`src/hdl/pmi_pkg.sv`:
```
// Constants shared by the processor end and the testbench of the interrupt service link
// Summary of operation
// (RULE1) Fast port request served before everything else
// (RULE2) Handler checks port request flag first
// (RULE3) Flag clear: read identifier, serve highest
// (RULE4) Flag set: move port data over Y bus
// (RULE5) Then issue micro-op function two equals 5
// (RULE6) Port clears fast request on transfer grant
// (RULE7) Then test pending flag: resume or serve next
// (RULE8) Port may raise slow request on BR5
// (RULE9) Slow request at end of read/write or error
// (RULE10) Port also sets a status bit for slow
// (RULE11) BR5: read port status, then vector dispatch
// (RULE12) No port status bit: serve external bus device
// (RULE13) Memory error interrupt posted by microcode only
// (RULE14) Memory error taken during return from interrupt
// (RULE15) On error summary save memory status
// (RULE16) Corrected read, reporting on: set bit 31
// (RULE17) Low half holds software interrupt summary
// (RULE18) Dispatch at return only when level below 1A
// (RULE19) Transfer grant is a single-clock pulse
package pmi_pkg;
  // Register byte offsets on the Avalon slave
  localparam logic [5:0] REG_CTRL = 6'h00;
  localparam logic [5:0] REG_CMD = 6'h04;
  localparam logic [5:0] REG_STATUS = 6'h08;
  localparam logic [5:0] REG_VTB = 6'h0C;
  localparam logic [5:0] REG_WDATA = 6'h10;
  localparam logic [5:0] REG_RDATA = 6'h14;
  localparam logic [5:0] REG_LS88 = 6'h18;
  localparam logic [5:0] REG_MEMSTAT = 6'h1C;
  localparam logic [5:0] REG_DISP = 6'h20;
  // Control register fields
  localparam int CTRL_REPORT_EN_BIT = 0;
  localparam int CTRL_PRIO_LSB = 8;
  localparam logic [31:0] CTRL_RESET = 32'h0000_0000;
  // Command register field
  localparam int CMD_RET_BIT = 0;
  // Local store word that carries the posted memory error bit
  localparam logic [6:0] LS_WORD_INDEX = 7'h58;
  localparam int LS_POST_BIT = 31;
  localparam int LS_SUMMARY_W = 16;
  // Memory status field that marks a corrected read error
  localparam int MS_CORRECTED_BIT = 0;
  // Priority levels
  localparam logic [4:0] PRIO_MEMERR = 5'h1A;
  localparam logic [4:0] PRIO_BR5 = 5'h15;
  // Miscellaneous micro-operation, second function field
  localparam logic [2:0] MISC_FN2_NONE = 3'h0;
  localparam logic [2:0] MISC_FN2_GRANT = 3'h5;
  // Vector offsets into the vector table
  localparam logic [15:0] VEC_OFS_PORT = 16'h00F0;
  localparam logic [15:0] VEC_OFS_MEMERR = 16'h0054;
  // Service sequencer states, one-hot
  typedef enum logic [5:0] {
    ST_IDLE  = 6'b000001,
    ST_FAST  = 6'b000010,
    ST_GRANT = 6'b000100,
    ST_CHECK = 6'b001000,
    ST_IDENT = 6'b010000,
    ST_SLOW  = 6'b100000
  } pmi_state_e;
endpackage : pmi_pkg

```
`src/hdl/pmi_link_if.sv`:
```
// Link between the processor service logic and the port device
`timescale 1ns/10ps
interface pmi_link_if #(parameter int DW = 32);
  logic fast_req;        // Port wants a fast data move
  logic fast_dir_wr;     // High: port wants write data; low: port holds read data
  logic [DW-1:0] port_rdata;  // Read data offered by the port
  logic [DW-1:0] ybus_data;   // Write data driven by the processor
  logic ybus_wr;         // One-cycle strobe: ybus_data valid for the port
  logic transfer_grant_pulse; // One-cycle grant to the port
  logic br_slow;         // Slow request level (BR5)
  logic stat_int;        // Port status bit: slow interrupt pending
  logic stat_rd;         // One-cycle strobe: processor reads port status
  modport cpu (
    input fast_req, fast_dir_wr, port_rdata, br_slow, stat_int,
    output ybus_data, ybus_wr, transfer_grant_pulse, stat_rd
  );
  modport port (
    output fast_req, fast_dir_wr, port_rdata, br_slow, stat_int,
    input ybus_data, ybus_wr, transfer_grant_pulse, stat_rd
  );
endinterface : pmi_link_if

```
`src/hdl/pmi_cpu_end.sv`:
```
// Processor end: interrupt service sequencer with an Avalon-MM register slave
`timescale 1ns/10ps
module pmi_cpu_end #(
  parameter int DW = 32
) (
  input wire logic i_clk_sys,
  input wire logic i_rst,
  pmi_link_if.cpu link,
  input wire logic [5:0] i_avs_address,
  input wire logic i_avs_read,
  input wire logic i_avs_write,
  input wire logic [31:0] i_avs_writedata,
  input wire logic [3:0] i_avs_byteenable,
  output logic [31:0] o_avs_readdata,
  output logic o_avs_waitrequest,
  input wire logic i_pending_interrupt_flag,
  input wire logic [4:0] i_intr_id,
  input wire logic i_ext_br5,
  input wire logic [15:0] i_ext_vec_ofs,
  input wire logic i_memory_error_summary,
  input wire logic [31:0] i_mem_status,
  output logic o_dispatch,
  output logic [31:0] o_dispatch_addr,
  output logic o_busy
);
  // Byte-lane merge of a write into an old word
  function automatic logic [31:0] be_merge(input logic [31:0] old_v, input logic [31:0] new_v,
                                           input logic [3:0] be);
    logic [31:0] res;
    res = old_v;
    for (int i = 0; i < 4; i++) begin
      if (be[i]) begin
        res[i*8 +: 8] = new_v[i*8 +: 8];
      end
    end
    return res;
  endfunction : be_merge

  pmi_pkg::pmi_state_e state_r, state_nxt;
  logic [31:0] ctrl_r;       // Reporting enable and current priority level
  logic [31:0] vtb_r;        // Vector table base
  logic [DW-1:0] wdata_r;    // Write data for the port
  logic [DW-1:0] rdata_r;    // Read data taken from the port
  logic [31:0] ls88_r;       // Local store word: post bit and software summary
  logic [31:0] memstat_r;    // Saved memory status
  logic ret_pend_r;          // Return from interrupt waiting to be executed
  logic wait_r;              // Avalon waitrequest
  logic [31:0] rd_r;         // Avalon read data
  logic grant_r;
  logic ybus_wr_r;
  logic [DW-1:0] ybus_data_r;
  logic stat_rd_r;
  logic disp_r;
  logic [31:0] disp_addr_r;

  // Bus decode: an access completes in the cycle waitrequest is low
  wire logic req = i_avs_read | i_avs_write;
  wire logic wr_commit = i_avs_write & ~wait_r;
  wire logic [4:0] cur_prio = ctrl_r[pmi_pkg::CTRL_PRIO_LSB +: 5];
  wire logic report_en = ctrl_r[pmi_pkg::CTRL_REPORT_EN_BIT];
  wire logic wr_ctrl = wr_commit & (i_avs_address == pmi_pkg::REG_CTRL);
  wire logic wr_cmd = wr_commit & (i_avs_address == pmi_pkg::REG_CMD);
  wire logic wr_vtb = wr_commit & (i_avs_address == pmi_pkg::REG_VTB);
  wire logic wr_wdata = wr_commit & (i_avs_address == pmi_pkg::REG_WDATA);
  wire logic wr_ls88 = wr_commit & (i_avs_address == pmi_pkg::REG_LS88);
  wire logic ret_req = wr_cmd & i_avs_byteenable[0] & i_avs_writedata[pmi_pkg::CMD_RET_BIT];
  // Top index of the software summary half of the local store word
  localparam int LS_SUM_HI = pmi_pkg::LS_SUMMARY_W - 1;
  // Software write merged by byte lane into the local store word
  wire logic [31:0] ls88_merged = be_merge(ls88_r, i_avs_writedata, i_avs_byteenable);

  // Service conditions
  wire logic other_req = i_pending_interrupt_flag | i_ext_br5 | link.br_slow;
  wire logic slow_level = link.br_slow | i_ext_br5;
  wire logic posted = ls88_r[pmi_pkg::LS_POST_BIT];
  wire logic ret_take = (state_r == pmi_pkg::ST_IDLE) & ret_pend_r & ~link.fast_req & ~other_req;
  wire logic ret_fire = ret_take & posted & (cur_prio < pmi_pkg::PRIO_MEMERR); // RULE14 RULE18
  wire logic mem_post = i_memory_error_summary & i_mem_status[pmi_pkg::MS_CORRECTED_BIT] &
                        report_en; // RULE13 RULE16
  // Identifier chooses the slow level when it names BR5 or nothing else pends
  wire logic id_slow = slow_level &
                       ((i_intr_id == pmi_pkg::PRIO_BR5) | ~i_pending_interrupt_flag);

  // Second function field of the miscellaneous micro-operation
  wire logic [2:0] misc_fn2 = (state_r == pmi_pkg::ST_GRANT) ? pmi_pkg::MISC_FN2_GRANT :
                              pmi_pkg::MISC_FN2_NONE; // RULE5
  wire logic grant_nxt = (misc_fn2 == pmi_pkg::MISC_FN2_GRANT);

  // Dispatch decision for this cycle
  logic disp_nxt;
  logic [15:0] disp_ofs;
  always_comb begin
    disp_nxt = 1'b0;
    disp_ofs = 16'h0000;
    if (ret_fire) begin
      disp_nxt = 1'b1;
      disp_ofs = pmi_pkg::VEC_OFS_MEMERR;
    end else if (state_r == pmi_pkg::ST_IDENT && !link.fast_req && !id_slow) begin
      disp_nxt = 1'b1;
      disp_ofs = {9'h000, i_intr_id, 2'b00}; // RULE3
    end else if (state_r == pmi_pkg::ST_SLOW) begin
      if (link.stat_int) begin
        disp_nxt = 1'b1;
        disp_ofs = pmi_pkg::VEC_OFS_PORT; // RULE11
      end else if (i_ext_br5) begin
        disp_nxt = 1'b1;
        disp_ofs = i_ext_vec_ofs; // RULE12
      end
    end
  end

  // Next state of the service sequencer
  always_comb begin
    state_nxt = state_r;
    unique case (state_r)
      pmi_pkg::ST_IDLE: begin
        if (link.fast_req) begin
          state_nxt = pmi_pkg::ST_FAST; // RULE1
        end else if (other_req) begin
          state_nxt = pmi_pkg::ST_IDENT;
        end
      end
      pmi_pkg::ST_FAST: state_nxt = pmi_pkg::ST_GRANT;
      pmi_pkg::ST_GRANT: state_nxt = pmi_pkg::ST_CHECK;
      pmi_pkg::ST_CHECK: begin
        // Fast request may still read high here; other_req (pending flag or a slow level) alone decides
        state_nxt = other_req ? pmi_pkg::ST_IDENT : pmi_pkg::ST_IDLE; // RULE7
      end
      pmi_pkg::ST_IDENT: begin
        if (link.fast_req) begin
          state_nxt = pmi_pkg::ST_FAST; // RULE2
        end else if (id_slow) begin
          state_nxt = pmi_pkg::ST_SLOW;
        end else begin
          state_nxt = pmi_pkg::ST_IDLE;
        end
      end
      pmi_pkg::ST_SLOW: state_nxt = pmi_pkg::ST_IDLE;
      default: state_nxt = pmi_pkg::ST_IDLE;
    endcase
  end

  // Sequencer state
  always_ff @(posedge i_clk_sys) begin
    if (i_rst) begin
      state_r <= pmi_pkg::ST_IDLE;
    end else begin
      state_r <= state_nxt;
    end
  end

  // Fast path data move and grant pulse
  always_ff @(posedge i_clk_sys) begin
    if (i_rst) begin
      rdata_r <= '0;
      ybus_wr_r <= 1'b0;
      ybus_data_r <= '0;
      grant_r <= 1'b0;
      stat_rd_r <= 1'b0;
    end else begin
      grant_r <= grant_nxt; // RULE19
      ybus_wr_r <= (state_nxt == pmi_pkg::ST_FAST) & link.fast_dir_wr; // RULE4
      stat_rd_r <= (state_nxt == pmi_pkg::ST_SLOW); // RULE11
      if (state_nxt == pmi_pkg::ST_FAST) begin
        ybus_data_r <= wdata_r;
      end
      if (state_r == pmi_pkg::ST_FAST && !link.fast_dir_wr) begin
        rdata_r <= link.port_rdata; // RULE4
      end
    end
  end

  // Memory status capture, posted bit and software summary word
  always_ff @(posedge i_clk_sys) begin
    if (i_rst) begin
      memstat_r <= 32'h0000_0000;
      ls88_r <= 32'h0000_0000;
    end else begin
      if (i_memory_error_summary) begin
        memstat_r <= i_mem_status; // RULE15
      end
      if (wr_ls88) begin
        ls88_r[LS_SUM_HI:0] <= ls88_merged[LS_SUM_HI:0]; // RULE17
      end
      // Posting wins over a software clear or a return that consumes it
      if (mem_post) begin
        ls88_r[pmi_pkg::LS_POST_BIT] <= 1'b1; // RULE16
      end else if (ret_fire) begin
        ls88_r[pmi_pkg::LS_POST_BIT] <= 1'b0;
      end else if (wr_ls88 && i_avs_byteenable[3]) begin
        ls88_r[pmi_pkg::LS_POST_BIT] <= i_avs_writedata[pmi_pkg::LS_POST_BIT];
      end
    end
  end

  // Software registers and the pending return request
  always_ff @(posedge i_clk_sys) begin
    if (i_rst) begin
      ctrl_r <= pmi_pkg::CTRL_RESET;
      vtb_r <= 32'h0000_0000;
      wdata_r <= '0;
      ret_pend_r <= 1'b0;
    end else begin
      if (wr_ctrl) begin
        ctrl_r <= be_merge(ctrl_r, i_avs_writedata, i_avs_byteenable);
      end
      if (wr_vtb) begin
        vtb_r <= be_merge(vtb_r, i_avs_writedata, i_avs_byteenable);
      end
      if (wr_wdata) begin
        wdata_r <= be_merge(wdata_r, i_avs_writedata, i_avs_byteenable);
      end
      if (ret_req) begin
        ret_pend_r <= 1'b1;
      end else if (ret_take) begin
        ret_pend_r <= 1'b0;
      end
    end
  end

  // Dispatch pulse and target: vector table base plus offset
  always_ff @(posedge i_clk_sys) begin
    if (i_rst) begin
      disp_r <= 1'b0;
      disp_addr_r <= 32'h0000_0000;
    end else begin
      disp_r <= disp_nxt;
      if (disp_nxt) begin
        disp_addr_r <= vtb_r + {16'h0000, disp_ofs};
      end
    end
  end

  // Read mux; unmapped offsets read as zero
  logic [31:0] rd_mux;
  always_comb begin
    unique case (i_avs_address)
      pmi_pkg::REG_CTRL: rd_mux = ctrl_r;
      pmi_pkg::REG_STATUS: rd_mux = {24'h000000, ret_pend_r, posted, state_r};
      pmi_pkg::REG_VTB: rd_mux = vtb_r;
      pmi_pkg::REG_WDATA: rd_mux = wdata_r;
      pmi_pkg::REG_RDATA: rd_mux = rdata_r;
      pmi_pkg::REG_LS88: rd_mux = ls88_r;
      pmi_pkg::REG_MEMSTAT: rd_mux = memstat_r;
      pmi_pkg::REG_DISP: rd_mux = disp_addr_r;
      default: rd_mux = 32'h0000_0000;
    endcase
  end

  // Avalon handshake: one wait cycle, then a single cycle with waitrequest low
  always_ff @(posedge i_clk_sys) begin
    if (i_rst) begin
      wait_r <= 1'b1;
      rd_r <= 32'h0000_0000;
    end else begin
      wait_r <= ~(req & wait_r);
      if (i_avs_read && wait_r) begin
        rd_r <= rd_mux;
      end
    end
  end

  // Outputs
  assign link.ybus_data = ybus_data_r;
  assign link.ybus_wr = ybus_wr_r;
  assign link.transfer_grant_pulse = grant_r; // RULE5
  assign link.stat_rd = stat_rd_r;
  assign o_avs_readdata = rd_r;
  assign o_avs_waitrequest = wait_r;
  assign o_dispatch = disp_r;
  assign o_dispatch_addr = disp_addr_r;
  assign o_busy = ret_pend_r;
endmodule : pmi_cpu_end

```
`src/flat_wrapper.sv`:
```
// flat-port wrapper written by rule: the top's interface ports become plain ports
module pmi_cpu_end_flat 
#(
  parameter int DW = 32
)
  (i_clk_sys, i_rst, i_avs_address, i_avs_read, i_avs_write, i_avs_writedata, i_avs_byteenable, o_avs_readdata, o_avs_waitrequest, i_pending_interrupt_flag, i_intr_id, i_ext_br5, i_ext_vec_ofs, i_memory_error_summary, i_mem_status, o_dispatch, o_dispatch_addr, o_busy, link_fast_req, link_fast_dir_wr, link_port_rdata, link_br_slow, link_stat_int, link_ybus_data, link_ybus_wr, link_transfer_grant_pulse, link_stat_rd);
  pmi_link_if #(.DW(DW)) link_i ();
  input wire logic i_clk_sys;
  input wire logic i_rst;
  input wire logic [5:0] i_avs_address;
  input wire logic i_avs_read;
  input wire logic i_avs_write;
  input wire logic [31:0] i_avs_writedata;
  input wire logic [3:0] i_avs_byteenable;
  output logic [31:0] o_avs_readdata;
  output logic o_avs_waitrequest;
  input wire logic i_pending_interrupt_flag;
  input wire logic [4:0] i_intr_id;
  input wire logic i_ext_br5;
  input wire logic [15:0] i_ext_vec_ofs;
  input wire logic i_memory_error_summary;
  input wire logic [31:0] i_mem_status;
  output logic o_dispatch;
  output logic [31:0] o_dispatch_addr;
  output logic o_busy;
  input wire logic [$bits(link_i.fast_req)-1:0] link_fast_req;
  input wire logic [$bits(link_i.fast_dir_wr)-1:0] link_fast_dir_wr;
  input wire logic [$bits(link_i.port_rdata)-1:0] link_port_rdata;
  input wire logic [$bits(link_i.br_slow)-1:0] link_br_slow;
  input wire logic [$bits(link_i.stat_int)-1:0] link_stat_int;
  output wire logic [$bits(link_i.ybus_data)-1:0] link_ybus_data;
  output wire logic [$bits(link_i.ybus_wr)-1:0] link_ybus_wr;
  output wire logic [$bits(link_i.transfer_grant_pulse)-1:0] link_transfer_grant_pulse;
  output wire logic [$bits(link_i.stat_rd)-1:0] link_stat_rd;
  assign link_i.fast_req = link_fast_req;
  assign link_i.fast_dir_wr = link_fast_dir_wr;
  assign link_i.port_rdata = link_port_rdata;
  assign link_i.br_slow = link_br_slow;
  assign link_i.stat_int = link_stat_int;
  assign link_ybus_data = link_i.ybus_data;
  assign link_ybus_wr = link_i.ybus_wr;
  assign link_transfer_grant_pulse = link_i.transfer_grant_pulse;
  assign link_stat_rd = link_i.stat_rd;
  pmi_cpu_end #(.DW(DW)) u_core (.i_clk_sys(i_clk_sys), .i_rst(i_rst), .link(link_i), .i_avs_address(i_avs_address), .i_avs_read(i_avs_read), .i_avs_write(i_avs_write), .i_avs_writedata(i_avs_writedata), .i_avs_byteenable(i_avs_byteenable), .o_avs_readdata(o_avs_readdata), .o_avs_waitrequest(o_avs_waitrequest), .i_pending_interrupt_flag(i_pending_interrupt_flag), .i_intr_id(i_intr_id), .i_ext_br5(i_ext_br5), .i_ext_vec_ofs(i_ext_vec_ofs), .i_memory_error_summary(i_memory_error_summary), .i_mem_status(i_mem_status), .o_dispatch(o_dispatch), .o_dispatch_addr(o_dispatch_addr), .o_busy(o_busy));
endmodule
```
`config.mk`:
```
export PLATFORM = sky130hd
export DESIGN_NAME = pmi_cpu_end_flat
export DESIGN_NICKNAME = d
export VERILOG_FILES = /design/src/hdl/pmi_pkg.sv /design/src/hdl/pmi_link_if.sv /design/src/hdl/pmi_cpu_end.sv /design/src/flat_wrapper.sv
export SDC_FILE = /design/constraint.sdc
export NUM_CORES = 1
export LEC_CHECK = 0
export BUFFER_PORTS_ARGS = -buffer_cell sky130_fd_sc_hd__buf_2
export CAP_MARGIN = 20
export CORE_MARGIN = 3
export CORE_UTILIZATION = 55
export CTS_CLUSTER_DIAMETER = 40
export DETAILED_ROUTE_END_ITERATION = 10
export GPL_TIMING_DRIVEN = 1
export PLACE_DENSITY = 0.82
export REMOVE_ABC_BUFFERS = 1
export SYNTH_ARGS = -nofsm -noshare
export SYNTH_HDL_FRONTEND = slang
export SYNTH_SLANG_ARGS = --single-unit
```
`constraint.sdc`:
```
create_clock -name i_clk_sys -period 5.55 [get_ports i_clk_sys]
set_input_delay 0.2775 -clock i_clk_sys [delete_from_list [all_inputs] [get_ports i_clk_sys]]
set_output_delay 0.2775 -clock i_clk_sys [all_outputs]
set_load 0.02 [all_outputs]
```
## Word-level counts from Yosys, hierarchy flattened

Cells that the tools add are included.

| operators by class | value |
|---|---|
| add/subtract/negate cells | 1 |
| multiply operators | 0 |
| divide/modulo/power cells | 0 |
| magnitude comparators | 1 |
| equal/unequal tests | 18 |
| shift operators | 0 |
| muxes and demuxes | 23 |
| bitwise gates (word level) | 28 |
| reductions and logical operators | 25 |

Operators with widths:

| kind | number |
|---|---|
| 32-bit one-hot mux with 8 select lines | 1 |
| 16-bit two-way mux | 5 |
| 32-bit by 16-bit adder with 32-bit output | 1 |
| 6-bit by 5-bit == test with 1-bit output (second input constant) | 5 |
| 6-bit one-hot mux with 5 select lines | 1 |
| 2-bit AND reduction | 14 |
| 6-bit two-way mux | 4 |
| 1-bit AND | 18 |
| 6-bit by 4-bit == test with 1-bit output (second input constant) | 3 |
| 6-bit == test (second input constant) | 3 |
| 6-bit by 2-bit == test with 1-bit output (second input constant) | 2 |
| 6-bit by 3-bit == test with 1-bit output (second input constant) | 2 |
| 1-bit two-way mux | 10 |
| 6-bit by 1-bit == test with 1-bit output (second input constant) | 1 |
| 6-bit zero test | 1 |
| 5-bit == test (second input constant) | 1 |
| 1-bit logical AND | 5 |
| 5-bit < comparator (second input constant) | 1 |
| 5-bit two-way mux | 1 |
| 1-bit inverter | 5 |
| 1-bit bitwise OR | 5 |
| 3-bit == test (second input constant) | 1 |
| 1-bit zero test | 3 |
| 3-bit two-way mux | 1 |
| other kinds (2) | 2 |

| storage, ports and cells | value |
|---|---|
| register bits | 285 |
| latch bits | 0 |
| RAM bits | 0 |
| bits in read-only memories | 0 |
| input bits | 138 |
| output and inout port bits | 102 |
| word-level logic and storage cells | 123 |
| memories kept | 0 |

## Longest topological paths before layout

Gate-level depths: netlist of the first run.

| logic depth | value |
|---|---|
| word-level depth | 8 |
| depth in mapped cells | 15 |
| mapped depth without buffers | 12 |

## Worst setup path after synthesis of the first run

Ideal clock, no wire load.

| timing | value |
|---|---|
| path type | flip-flop to flip-flop |
| start | register u_core.state_r[3] |
| end | register u_core.disp_addr_r[21], in the netlist u_core.o_dispatch_addr[21] |
| setup time | 0.091 ns |
| arrival time | 3.404 ns |
| required time | 5.459 ns |
| slack | 2.055 ns |
| cell stages (with the launch flop) | 15 |
| path buffers | 3 |
| period minus slack after synthesis | 3.495 ns |
| cells stage by stage | dfxtp_1 > clkbuf_1 > nor3_1 > nand3_1 > nor3b_1 > clkbuf_1 > and2_1 > ha_1 > buf_6 > and4_2 > o2bb2ai_2 > o41a_1 > o311ai_4 > o21ai_0 > a311oi_1 |

| on the way | value |
|---|---|
| cells in the longest elaborated chain, start to end | 8 |
| elaborated cells on any way between the ends | 17 |
| classes of those cells | add/sub: 1; eq/ne: 3; mux: 6; bitwise: 5; reduce/logical: 2 |

Ends and longest elaborated chain:

| element | RTL line | source |
|---|---|---|
| from (decl) | pmi_cpu_end.sv:39 | `pmi_pkg::pmi_state_e state_r, state_nxt;` |
| from (signal assigned) | pmi_cpu_end.sv:146 | `state_r <= pmi_pkg::ST_IDLE;` |
| from (signal assigned) | pmi_cpu_end.sv:148 | `state_r <= state_nxt;` |
| 6-bit by 1-bit == test with 1-bit output | pmi_cpu_end.sv:76 | `wire logic ret_take = (state_r == pmi_pkg::ST_IDLE) & ret_pend_r & ~link.fast_req & ~other_req;` |
| 1-bit AND (3 in series) | pmi_cpu_end.sv:76 |  |
| 1-bit AND (2 in series) | pmi_cpu_end.sv:77 | `wire logic ret_fire = ret_take & posted & (cur_prio < pmi_pkg::PRIO_MEMERR);` |
| 16-bit two-way mux | pmi_cpu_end.sv:95 | `if (ret_fire) begin` |
| 32-bit by 16-bit adder with 32-bit output | pmi_cpu_end.sv:229 | `disp_addr_r <= vtb_r + {16'h0000, disp_ofs};` |
| to (signal assigned) | pmi_cpu_end.sv:229 |  |
| to (decl) | pmi_cpu_end.sv:54 | `logic [31:0] disp_addr_r;` |

Several ways; a longest one is shown, not always the timed one.
A chain may end at the register's enable or synchronous reset.

## Final worst setup path of the first run

| timing | value |
|---|---|
| start | register u_core.state_r[3] |
| end | register u_core.disp_addr_r[22], in the netlist u_core.o_dispatch_addr[22] |

The elaborated chain is that of the path after synthesis.

==> results of run 1 <==
[cells in the final DEF (no fill, tap or decap), types with 11 or more instances in the layout]
master,n
nand2_1,323
dfxtp_1,285
buf_2,239
a21oi_1,195
nand3_1,136
nor2_1,114
a22oi_1,58
mux2i_1,50
a222oi_1,47
dlygate4sd3_1,40
clkbuf_16,38
o21ai_0,25
buf_4,24
ha_1,16
and2_1,15
or3_1,12
a21o_1,11
[metrics by stage]
step	util	cells	area, sq um	total power, mW	hold WS (ns)
2_1_floorplan	-	1454	12350	2.237	0.3454
3_3_place_gp	0.6229	2030	14190	2.421	0.4266
3_5_place_dp	0.6229	2030	14190	2.426	0.4317
4_1_cts	0.6963	2138	15860	4.859	0.0005017
5_1_grt	0.6966	2139	15870	4.985	0.01512
6_report	0.6966	2139	15870	4.859	0.01203
[sequential cells by signal, summed over array words and instances (netlist names), 6 cells and up]
signal / cells
u_core.wdata_r: 32
u_core.link.ybus_data: 32
u_core.ctrl_r: 32
u_core.ls88_r: 17
u_core.rdata_r: 32
u_core.o_avs_readdata: 32
u_core.state_r: 6
u_core.o_dispatch_addr: 32
u_core.memstat_r: 32
u_core.vtb_r: 32
[synth_stat cells (all sizes together) (11+ instances only)]
library cell and count:
or3 14, a22oi 58, nand2 323, nand3 136, ha 16, nor2 115, a222oi 47, and2 15
nor3 12, buf 25, dfxtp 285, clkbuf 98, a21o 11, mux2i 50, o21ai 26, a21oi 196
[worst max path at each step]
stage	cells past startpoint	start	to
after floorplan	4	u_core.o_avs_waitrequest$_SDFF_PP1_	u_core.o_avs_readdata[0]$_SDFFE_PP0P_
after global placement	12	i_intr_id[1]	u_core.o_dispatch_addr[28]$_SDFFE_PP0P_
after detailed placement	12	i_intr_id[1]	u_core.o_dispatch_addr[28]$_SDFFE_PP0P_
after CTS	12	u_core.state_r[1]$_SDFF_PP0_	u_core.o_dispatch_addr[28]$_SDFFE_PP0P_
after global routing	14	u_core.state_r[3]$_SDFF_PP0_	u_core.o_dispatch_addr[22]$_SDFFE_PP0P_
final	14	u_core.state_r[3]$_SDFF_PP0_	u_core.o_dispatch_addr[22]$_SDFFE_PP0P_
[metal layers]
layer / routed length, um / vias to the layer above / track usage
met5: 0 / - / 0
met2: 19880 / 845 / 0.5227
met3: 5001 / 119 / 0.07070
met1: 17270 / 6276 / 0.4414
met4: 1134 / 0 / 0.1134
li1: - / 6150 / -
[cell families after synthesis]
kind of cell	synth area share
xor+xnor	0.005454
mux	0.04158
simple gates	0.2414
fa+ha+maj	0.01714
compound gates	0.2097
buf+inv	0.04070
flops	0.4441
[power groups by stage]
stage | Clock, mW | Sequential [mW] | Combinational (mW)
finish | 2.44 | 2.10 | 0.321
global placement | 0 | 2.14 | 0.283
detailed placement | 0 | 2.14 | 0.287
floorplan | 0 | 2.14 | 0.102
global route | 2.54 | 2.10 | 0.343
CTS | 2.45 | 2.09 | 0.310
[worst min-delay path, delay by kind of cell]
family | cells | cell delay (ns)
and+or+nand+nor | 1 | 0.05
buffers and inverters | 1 | 0.10
AOI/OAI and AO/OA | 1 | 0.05
[cell type report]
| type | count | area [sq um] | share of cell area |
|---|---|---|---|
| Sequential cell | 285 | 5705 | 0.3596 |
| Multi-Input combinational cell | 1163 | 6684 | 0.4213 |
| Clock buffer | 49 | 1042 | 0.06569 |
| Inverter | 6 | 22.52 | 0.001419 |
| Clock inverter | 19 | 230.2 | 0.01451 |
| Tap cell | 313 | 391.6 | 0.02468 |
| Timing Repair Buffer | 304 | 1790 | 0.1128 |
[timing repair]
item,4_1_cts,5_1_grt
buffers inserted,0,0
hold buffers,40,0
endpoints found under the hold margin,39,0
==> impl_metrics.csv, run 1 <==
group,metric,value,unit
global_route,grt_max_degree,129,
synth,synth_seq_cells,285,
clock_network,cts_made_buffers,38,
sta,fin_crit_sh,0.6905,
drt,avgViaCountPerCell,6.260,
clock_network,cts_buffer_depth,3,
global_route,grt_pass1_wl,67760,um
pwr,p_comb_frac,0.066,
clock_network,ctsResizeCount,0,
final_layout,drive_gt1_frac,0.1955,
floorplanning,initial_utilization,0.5641,
final_layout,nNetsFinal,1953,
critical_path,path_cells,"nor3_1 > nand3_1 > nor3b_1 > buf_4 > and2_1 > ha_1 > fa_1 > a21o_1 > nand3_1 > a211oi_1 > o32ai_1 > buf_2 > or4_1 > a311oi_1",
clock_network,cts.clk_slew.worst_paths,0.05,ns
drt,wire_per_inst,20.24,um
sta,slew_violations,0,
drt,dr.pass1.iters,10,
sta,hold_violations,0,
critical_path,arrival,4.25,ns
floorplanning,placementRows,55,
hold_path,hold_end,"u_core.rdata_r[2]$_SDFFE_PP0P_",
pwr,internal_power,3.672,mW
global_route,grt-ovfl-total,0,
sta,rsz0062_at_grt,"no",
final_layout,area_delta_synth_final,23.49,%
status,status,"finished clean",
sta,fin_worst_skew,0.01422,ns
floorplanning,die_area,25230,sq um
critical_path,slowest_stage,"or4_1",
synth,synth_ff_type,"dfxtp_1",
pwr,p_leak,6.420,nW
clock_network,cts.sinks,285,
critical_path,critical_path.top_delay_family,"simple AND/OR/NAND/NOR gates",
critical_path,crit_top_cell,"nand3_1",
critical_path,critical_path_class,"reg -> reg",
placement,port-buffer-count,239,
synth,synth-async-reset-ratio,0,
critical_path,reg2regPathDepth,14,
critical_path,r2r_setup_slack,1.72,ns
hold_path,holdCritPathClass,"in -> reg",
critical_path,endpoint_kind,"register",
pwr,powerDensity,306.2,nW/um^2
floorplanning,core_area,22780,sq um
job,maxCapViolations,0,
placement,dp_hpwl,27700,um
synth,syn_area,12850,sq um
critical_path,reg2reg_to,"u_core.o_dispatch_addr[22]$_SDFFE_PP0P_",
critical_path,path_max_fanout,12,
critical_path,critPathLaunchType,"register",
pwr,clock_power_share,0.503,
synth,synth.area.top_cells,"dfxtp_1, nand2_1, a21oi_1",
critical_path,cp.required,5.97,ns
final_layout,nFillCells,1792,
drt,drc,0,
global_route,grt_usage,0.3274,
clock_network,clock_latency,0.53,ns
synth,synthCells,1577,
sta,tightest_slew,1.054,ns
clock_network,htreeDepth,2,
floorplanning,die_w,158.8,um
critical_path,worstPathBufferInverterCount,2,
synth,synth_edf_count,0,
sta,setup_ws,1.718,ns
drt,drtAntennaViolNets,0,
sta,finalCriticalPeriod,3.832,ns
synth,avgSynthCellArea,8.147,sq um
synth,ys_warn_count,0,
floorplanning,die-height,158.8,um
sta,setup_tns,0,ns
synth,synth.top_cell.area_share,0.4441,
final_layout,antennaDiodeCount,0,
drt,dr.first_iter.drc_count,1884,
hold_path,min_from,"link_port_rdata[2]",
global_route,antenna_found_initial,0,
sta,fmax,261.0,MHz
clock_network,cts-root-buf,"clkbuf_16",
drt,wl,43290,um
sta,maxSlewHeadroom,0.2976,
critical_path,r2r-start,"u_core.state_r[3]$_SDFF_PP0_",
sta,setup_viol,0,
clock_network,cts_tree,"built",
synth,post-synth-top-area-cell,"dfxtp_1",
pwr,power_frac_seq,0.431,
floorplanning,io_pins,240,
drt,via_count,13390,
global_route,grt_pass1_vias,12660,
pwr,peakVddDrop,0.2239,mV
pwr,power.switching,1.187,mW
hold_path,min_path_cells,3,
placement,gp_congestion,1.003,
pwr,p_sw_frac,0.2442,
critical_path,critPathMaxStageDelay,0.49,ns
placement,place_ws,1.275,ns
synth,synth_cell_type_count,82,
synth,ys_seq_area_frac,0.4441,
No activity file was read; power rests on OpenSTA's default activity.
==> run 2, diff against run 1 <==
--- a/config.mk
+++ b/config.mk
@@ -8,11 +8,11 @@
 export BUFFER_PORTS_ARGS = -buffer_cell sky130_fd_sc_hd__buf_2
 export CAP_MARGIN = 20
 export CORE_MARGIN = 3
-export CORE_UTILIZATION = 55
+export CORE_UTILIZATION = 50
 export CTS_CLUSTER_DIAMETER = 40
 export DETAILED_ROUTE_END_ITERATION = 10
 export GPL_TIMING_DRIVEN = 1
-export PLACE_DENSITY = 0.82
+export PLACE_DENSITY = 0.79
 export REMOVE_ABC_BUFFERS = 1
 export SYNTH_ARGS = -nofsm -noshare
 export SYNTH_HDL_FRONTEND = slang
==> constraint.sdc (replaced) <==
create_clock -name i_clk_sys -period 3.1 [get_ports i_clk_sys]
set_input_delay 0.155 -clock i_clk_sys [delete_from_list [all_inputs] [get_ports i_clk_sys]]
set_output_delay 0.155 -clock i_clk_sys [all_outputs]
set_load 0.02 [all_outputs]
==> run 2 against run 1 <==
The run now ends with setup timing left; setup slack got worse by 1.8 ns; final cell count rose by 8.8%; clock skew rose by 0.010 ns.
==> impl_metrics.csv, run 2 (synthesized netlist as in run 1, its figures left out) <==
group,metric,value,unit
drt,drtAntennaViolNets,0,
pwr,p_sw_frac,0.2532,
placement,dp_hpwl,29900,um
job,maxCapViolations,0,
floorplanning,initial_utilization,0.5088,
final_layout,antennaDiodeCount,0,
final_layout,area_delta_synth_final,39.81,%
sta,tightest_slew,0.7741,ns
final_layout,drive_gt1_frac,0.2659,
pwr,power.switching,2.407,mW
clock_network,cts.clk_slew.worst_paths,0.05,ns
critical_path,crit_top_cell,"buf_6",
pwr,finalPower,9.509,mW
sta,hold_violations,0,
floorplanning,die-height,166.3,um
hold_path,holdCritPathClass,"in -> reg",
sta,maxSlewHeadroom,0.4792,
pwr,clock_power_share,0.532,
floorplanning,io_pins,240,
hold_path,min_from,"i_avs_address[0]",
critical_path,slowest_stage,"nor4_4",
status,violations,"setup timing",
global_route,grt_pass1_wl,73960,um
clock_network,clock_latency,0.54,ns
clock_network,cts.sinks,285,
critical_path,critPathMaxStageDelay,0.37,ns
sta,setup_tns,-0.4020,ns
critical_path,r2r-start,"u_core.state_r[1]$_SDFF_PP0_",
hold_path,min_path_cells,4,
critical_path,path_cells,"buf_6 > nor4_4 > nand2_2 > nor2_4 > a211o_1 > ha_4 > and2_4 > a221oi_4 > a211oi_4 > o32ai_4 > buf_6 > buf_4 > o31ai_1 > a311oi_1",
pwr,p_leak,7.332,nW
global_route,antenna_found_initial,0,
global_route,grt_max_degree,83,
status,status,"finished with violations",
drt,wl,47340,um
sta,rsz0062_at_grt,"yes",
final_layout,final_common_cell,"nand2_1",
clock_network,cts_buffer_depth,3,
final_layout,most-common-layout-cells,"nand2_1, dfxtp_1, buf_2",
clock_network,cts_tree,"built",
pwr,power_frac_seq,0.394,
placement,placed_cell_area,14860,sq um
critical_path,critical_path_class,"reg -> reg",
final_layout,fin_util,0.7113,
global_route,grt-ovfl-total,0,
drt,dr.first_iter.drc_count,1795,
sta,slew_violations,0,
sta,setup_ws,-0.07907,ns
critical_path,r2r_setup_slack,-0.08,ns
drt,drc,0,
clock_network,cts-root-buf,"clkbuf_16",
clock_network,htreeDepth,2,
drt,dr.pass1.iters,8,
floorplanning,die_area,27660,sq um
sta,finalCriticalPeriod,3.179,ns
placement,port-buffer-count,239,
drt,avgViaCountPerCell,6.043,
pwr,internal_power,7.102,mW
placement,place_inst,2132,
final_layout,final_cells,2327,
pwr,peakVddDrop,0.5713,mV
critical_path,reg2reg_to,"u_core.o_dispatch_addr[22]$_SDFFE_PP0P_",
floorplanning,placementRows,58,
critical_path,endpoint_kind,"register",
sta,setup_viol,8,
sta,fin_worst_skew,0.02448,ns
critical_path,arrival,3.61,ns
critical_path,cp.required,3.53,ns
final_layout,final_area,17960,sq um
final_layout,nNetsFinal,2118,
sta,fmax,314.6,MHz
floorplanning,core_area,25250,sq um
critical_path,critPathLaunchType,"register",
sta,fin_crit_sh,1.026,
clock_network,cts_made_buffers,43,
pwr,p_comb_frac,0.075,
global_route,grt_pass1_vias,13920,
drt,via_count,14060,
hold_path,hold_end,"u_core.o_busy$_SDFFE_PP0P_",
placement,gp_congestion,0.9752,
pwr,powerDensity,529.3,nW/um^2
drt,wire_per_inst,20.34,um
global_route,grt_usage,0.3248,
critical_path,reg2regPathDepth,14,
floorplanning,die_w,166.3,um
critical_path,path_max_fanout,5,
-- run 2: area by class of cell --
type / instances / area (sq um)
Fill cell: 1910 / 7291
Clock buffer: 49 / 1161
Inverter: 6 / 22.52
Tap cell: 330 / 412.9
Timing Repair Buffer: 464 / 3207
Clock inverter: 30 / 364.1
Multi-Input combinational cell: 1163 / 7081
Sequential cell: 285 / 5715
-- run 2: repair_timing --
item	4_1_cts	5_1_grt
gates resized for setup	46	54
cloned	1	0
pin swaps	34	26
setup endpoints to repair	19	25
setup buffers	10	6
hold buffers	99	0
hold endpoints to repair	177	0
-- run 2: through the flow --
| stage | setup slack [ns] | hold WS [ns] |
|---|---|---|
| finish | -0.07907 | 0.04454 |
| global route | -0.1813 | 0.08508 |
| CTS | 0.0002609 | 0.03371 |
| detailed placement | -0.2754 | 0.3820 |
| global placement | -0.2467 | 0.3743 |
| floorplan | -0.6967 | 0.2229 |
-- run 2: worst max-delay path, delay by kind of cell (launching register included) --
family                   cells  cell delay (ns)
adder cells (fa/ha/maj)      1             0.22
AND/OR/NAND/NOR              4             0.83
buffers and inverters        3             0.40
AO/OA/AOI/OAI                6             1.28
flip-flops                   1             0.36
-- run 2: worst max-delay path by stage --
stage	start	end	slack, ns	cells after the start
final	u_core.state_r[1]$_SDFF_PP0_	u_core.o_dispatch_addr[22]$_SDFFE_PP0P_	-0.08	14
after global routing	u_core.state_r[1]$_SDFF_PP0_	u_core.o_dispatch_addr[18]$_SDFFE_PP0P_	-0.18	14
after CTS	u_core.state_r[4]$_SDFF_PP0_	u_core.o_dispatch_addr[18]$_SDFFE_PP0P_	0.0003	15
after detailed placement	i_intr_id[1]	u_core.o_dispatch_addr[29]$_SDFFE_PP0P_	-0.28	12
after global placement	i_intr_id[1]	u_core.o_dispatch_addr[29]$_SDFFE_PP0P_	-0.25	12
after floorplan	u_core.o_avs_waitrequest$_SDFF_PP1_	u_core.o_avs_readdata[0]$_SDFFE_PP0P_	-0.70	4
-- run 2: power groups by stage --
stage,Combinational (mW),Clock [mW],Sequential [mW]
final,0.708,5.06,3.74
after floorplan,0.182,0,3.82
after CTS,0.675,5.08,3.74
after global routing,0.749,5.27,3.75
after detailed placement,0.568,0,3.82
after global placement,0.561,0,3.81
-- run 2: metal layers --
metal | global-route usage | part of all wire | vias to the layer above
li1 | - | - | 6477
met1 | 0.4216 | 0.40 | 6680
met2 | 0.5400 | 0.48 | 791
met3 | 0.06118 | 0.091 | 115
met4 | 0.1252 | 0.031 | 0
met5 | 0 | 0 | -
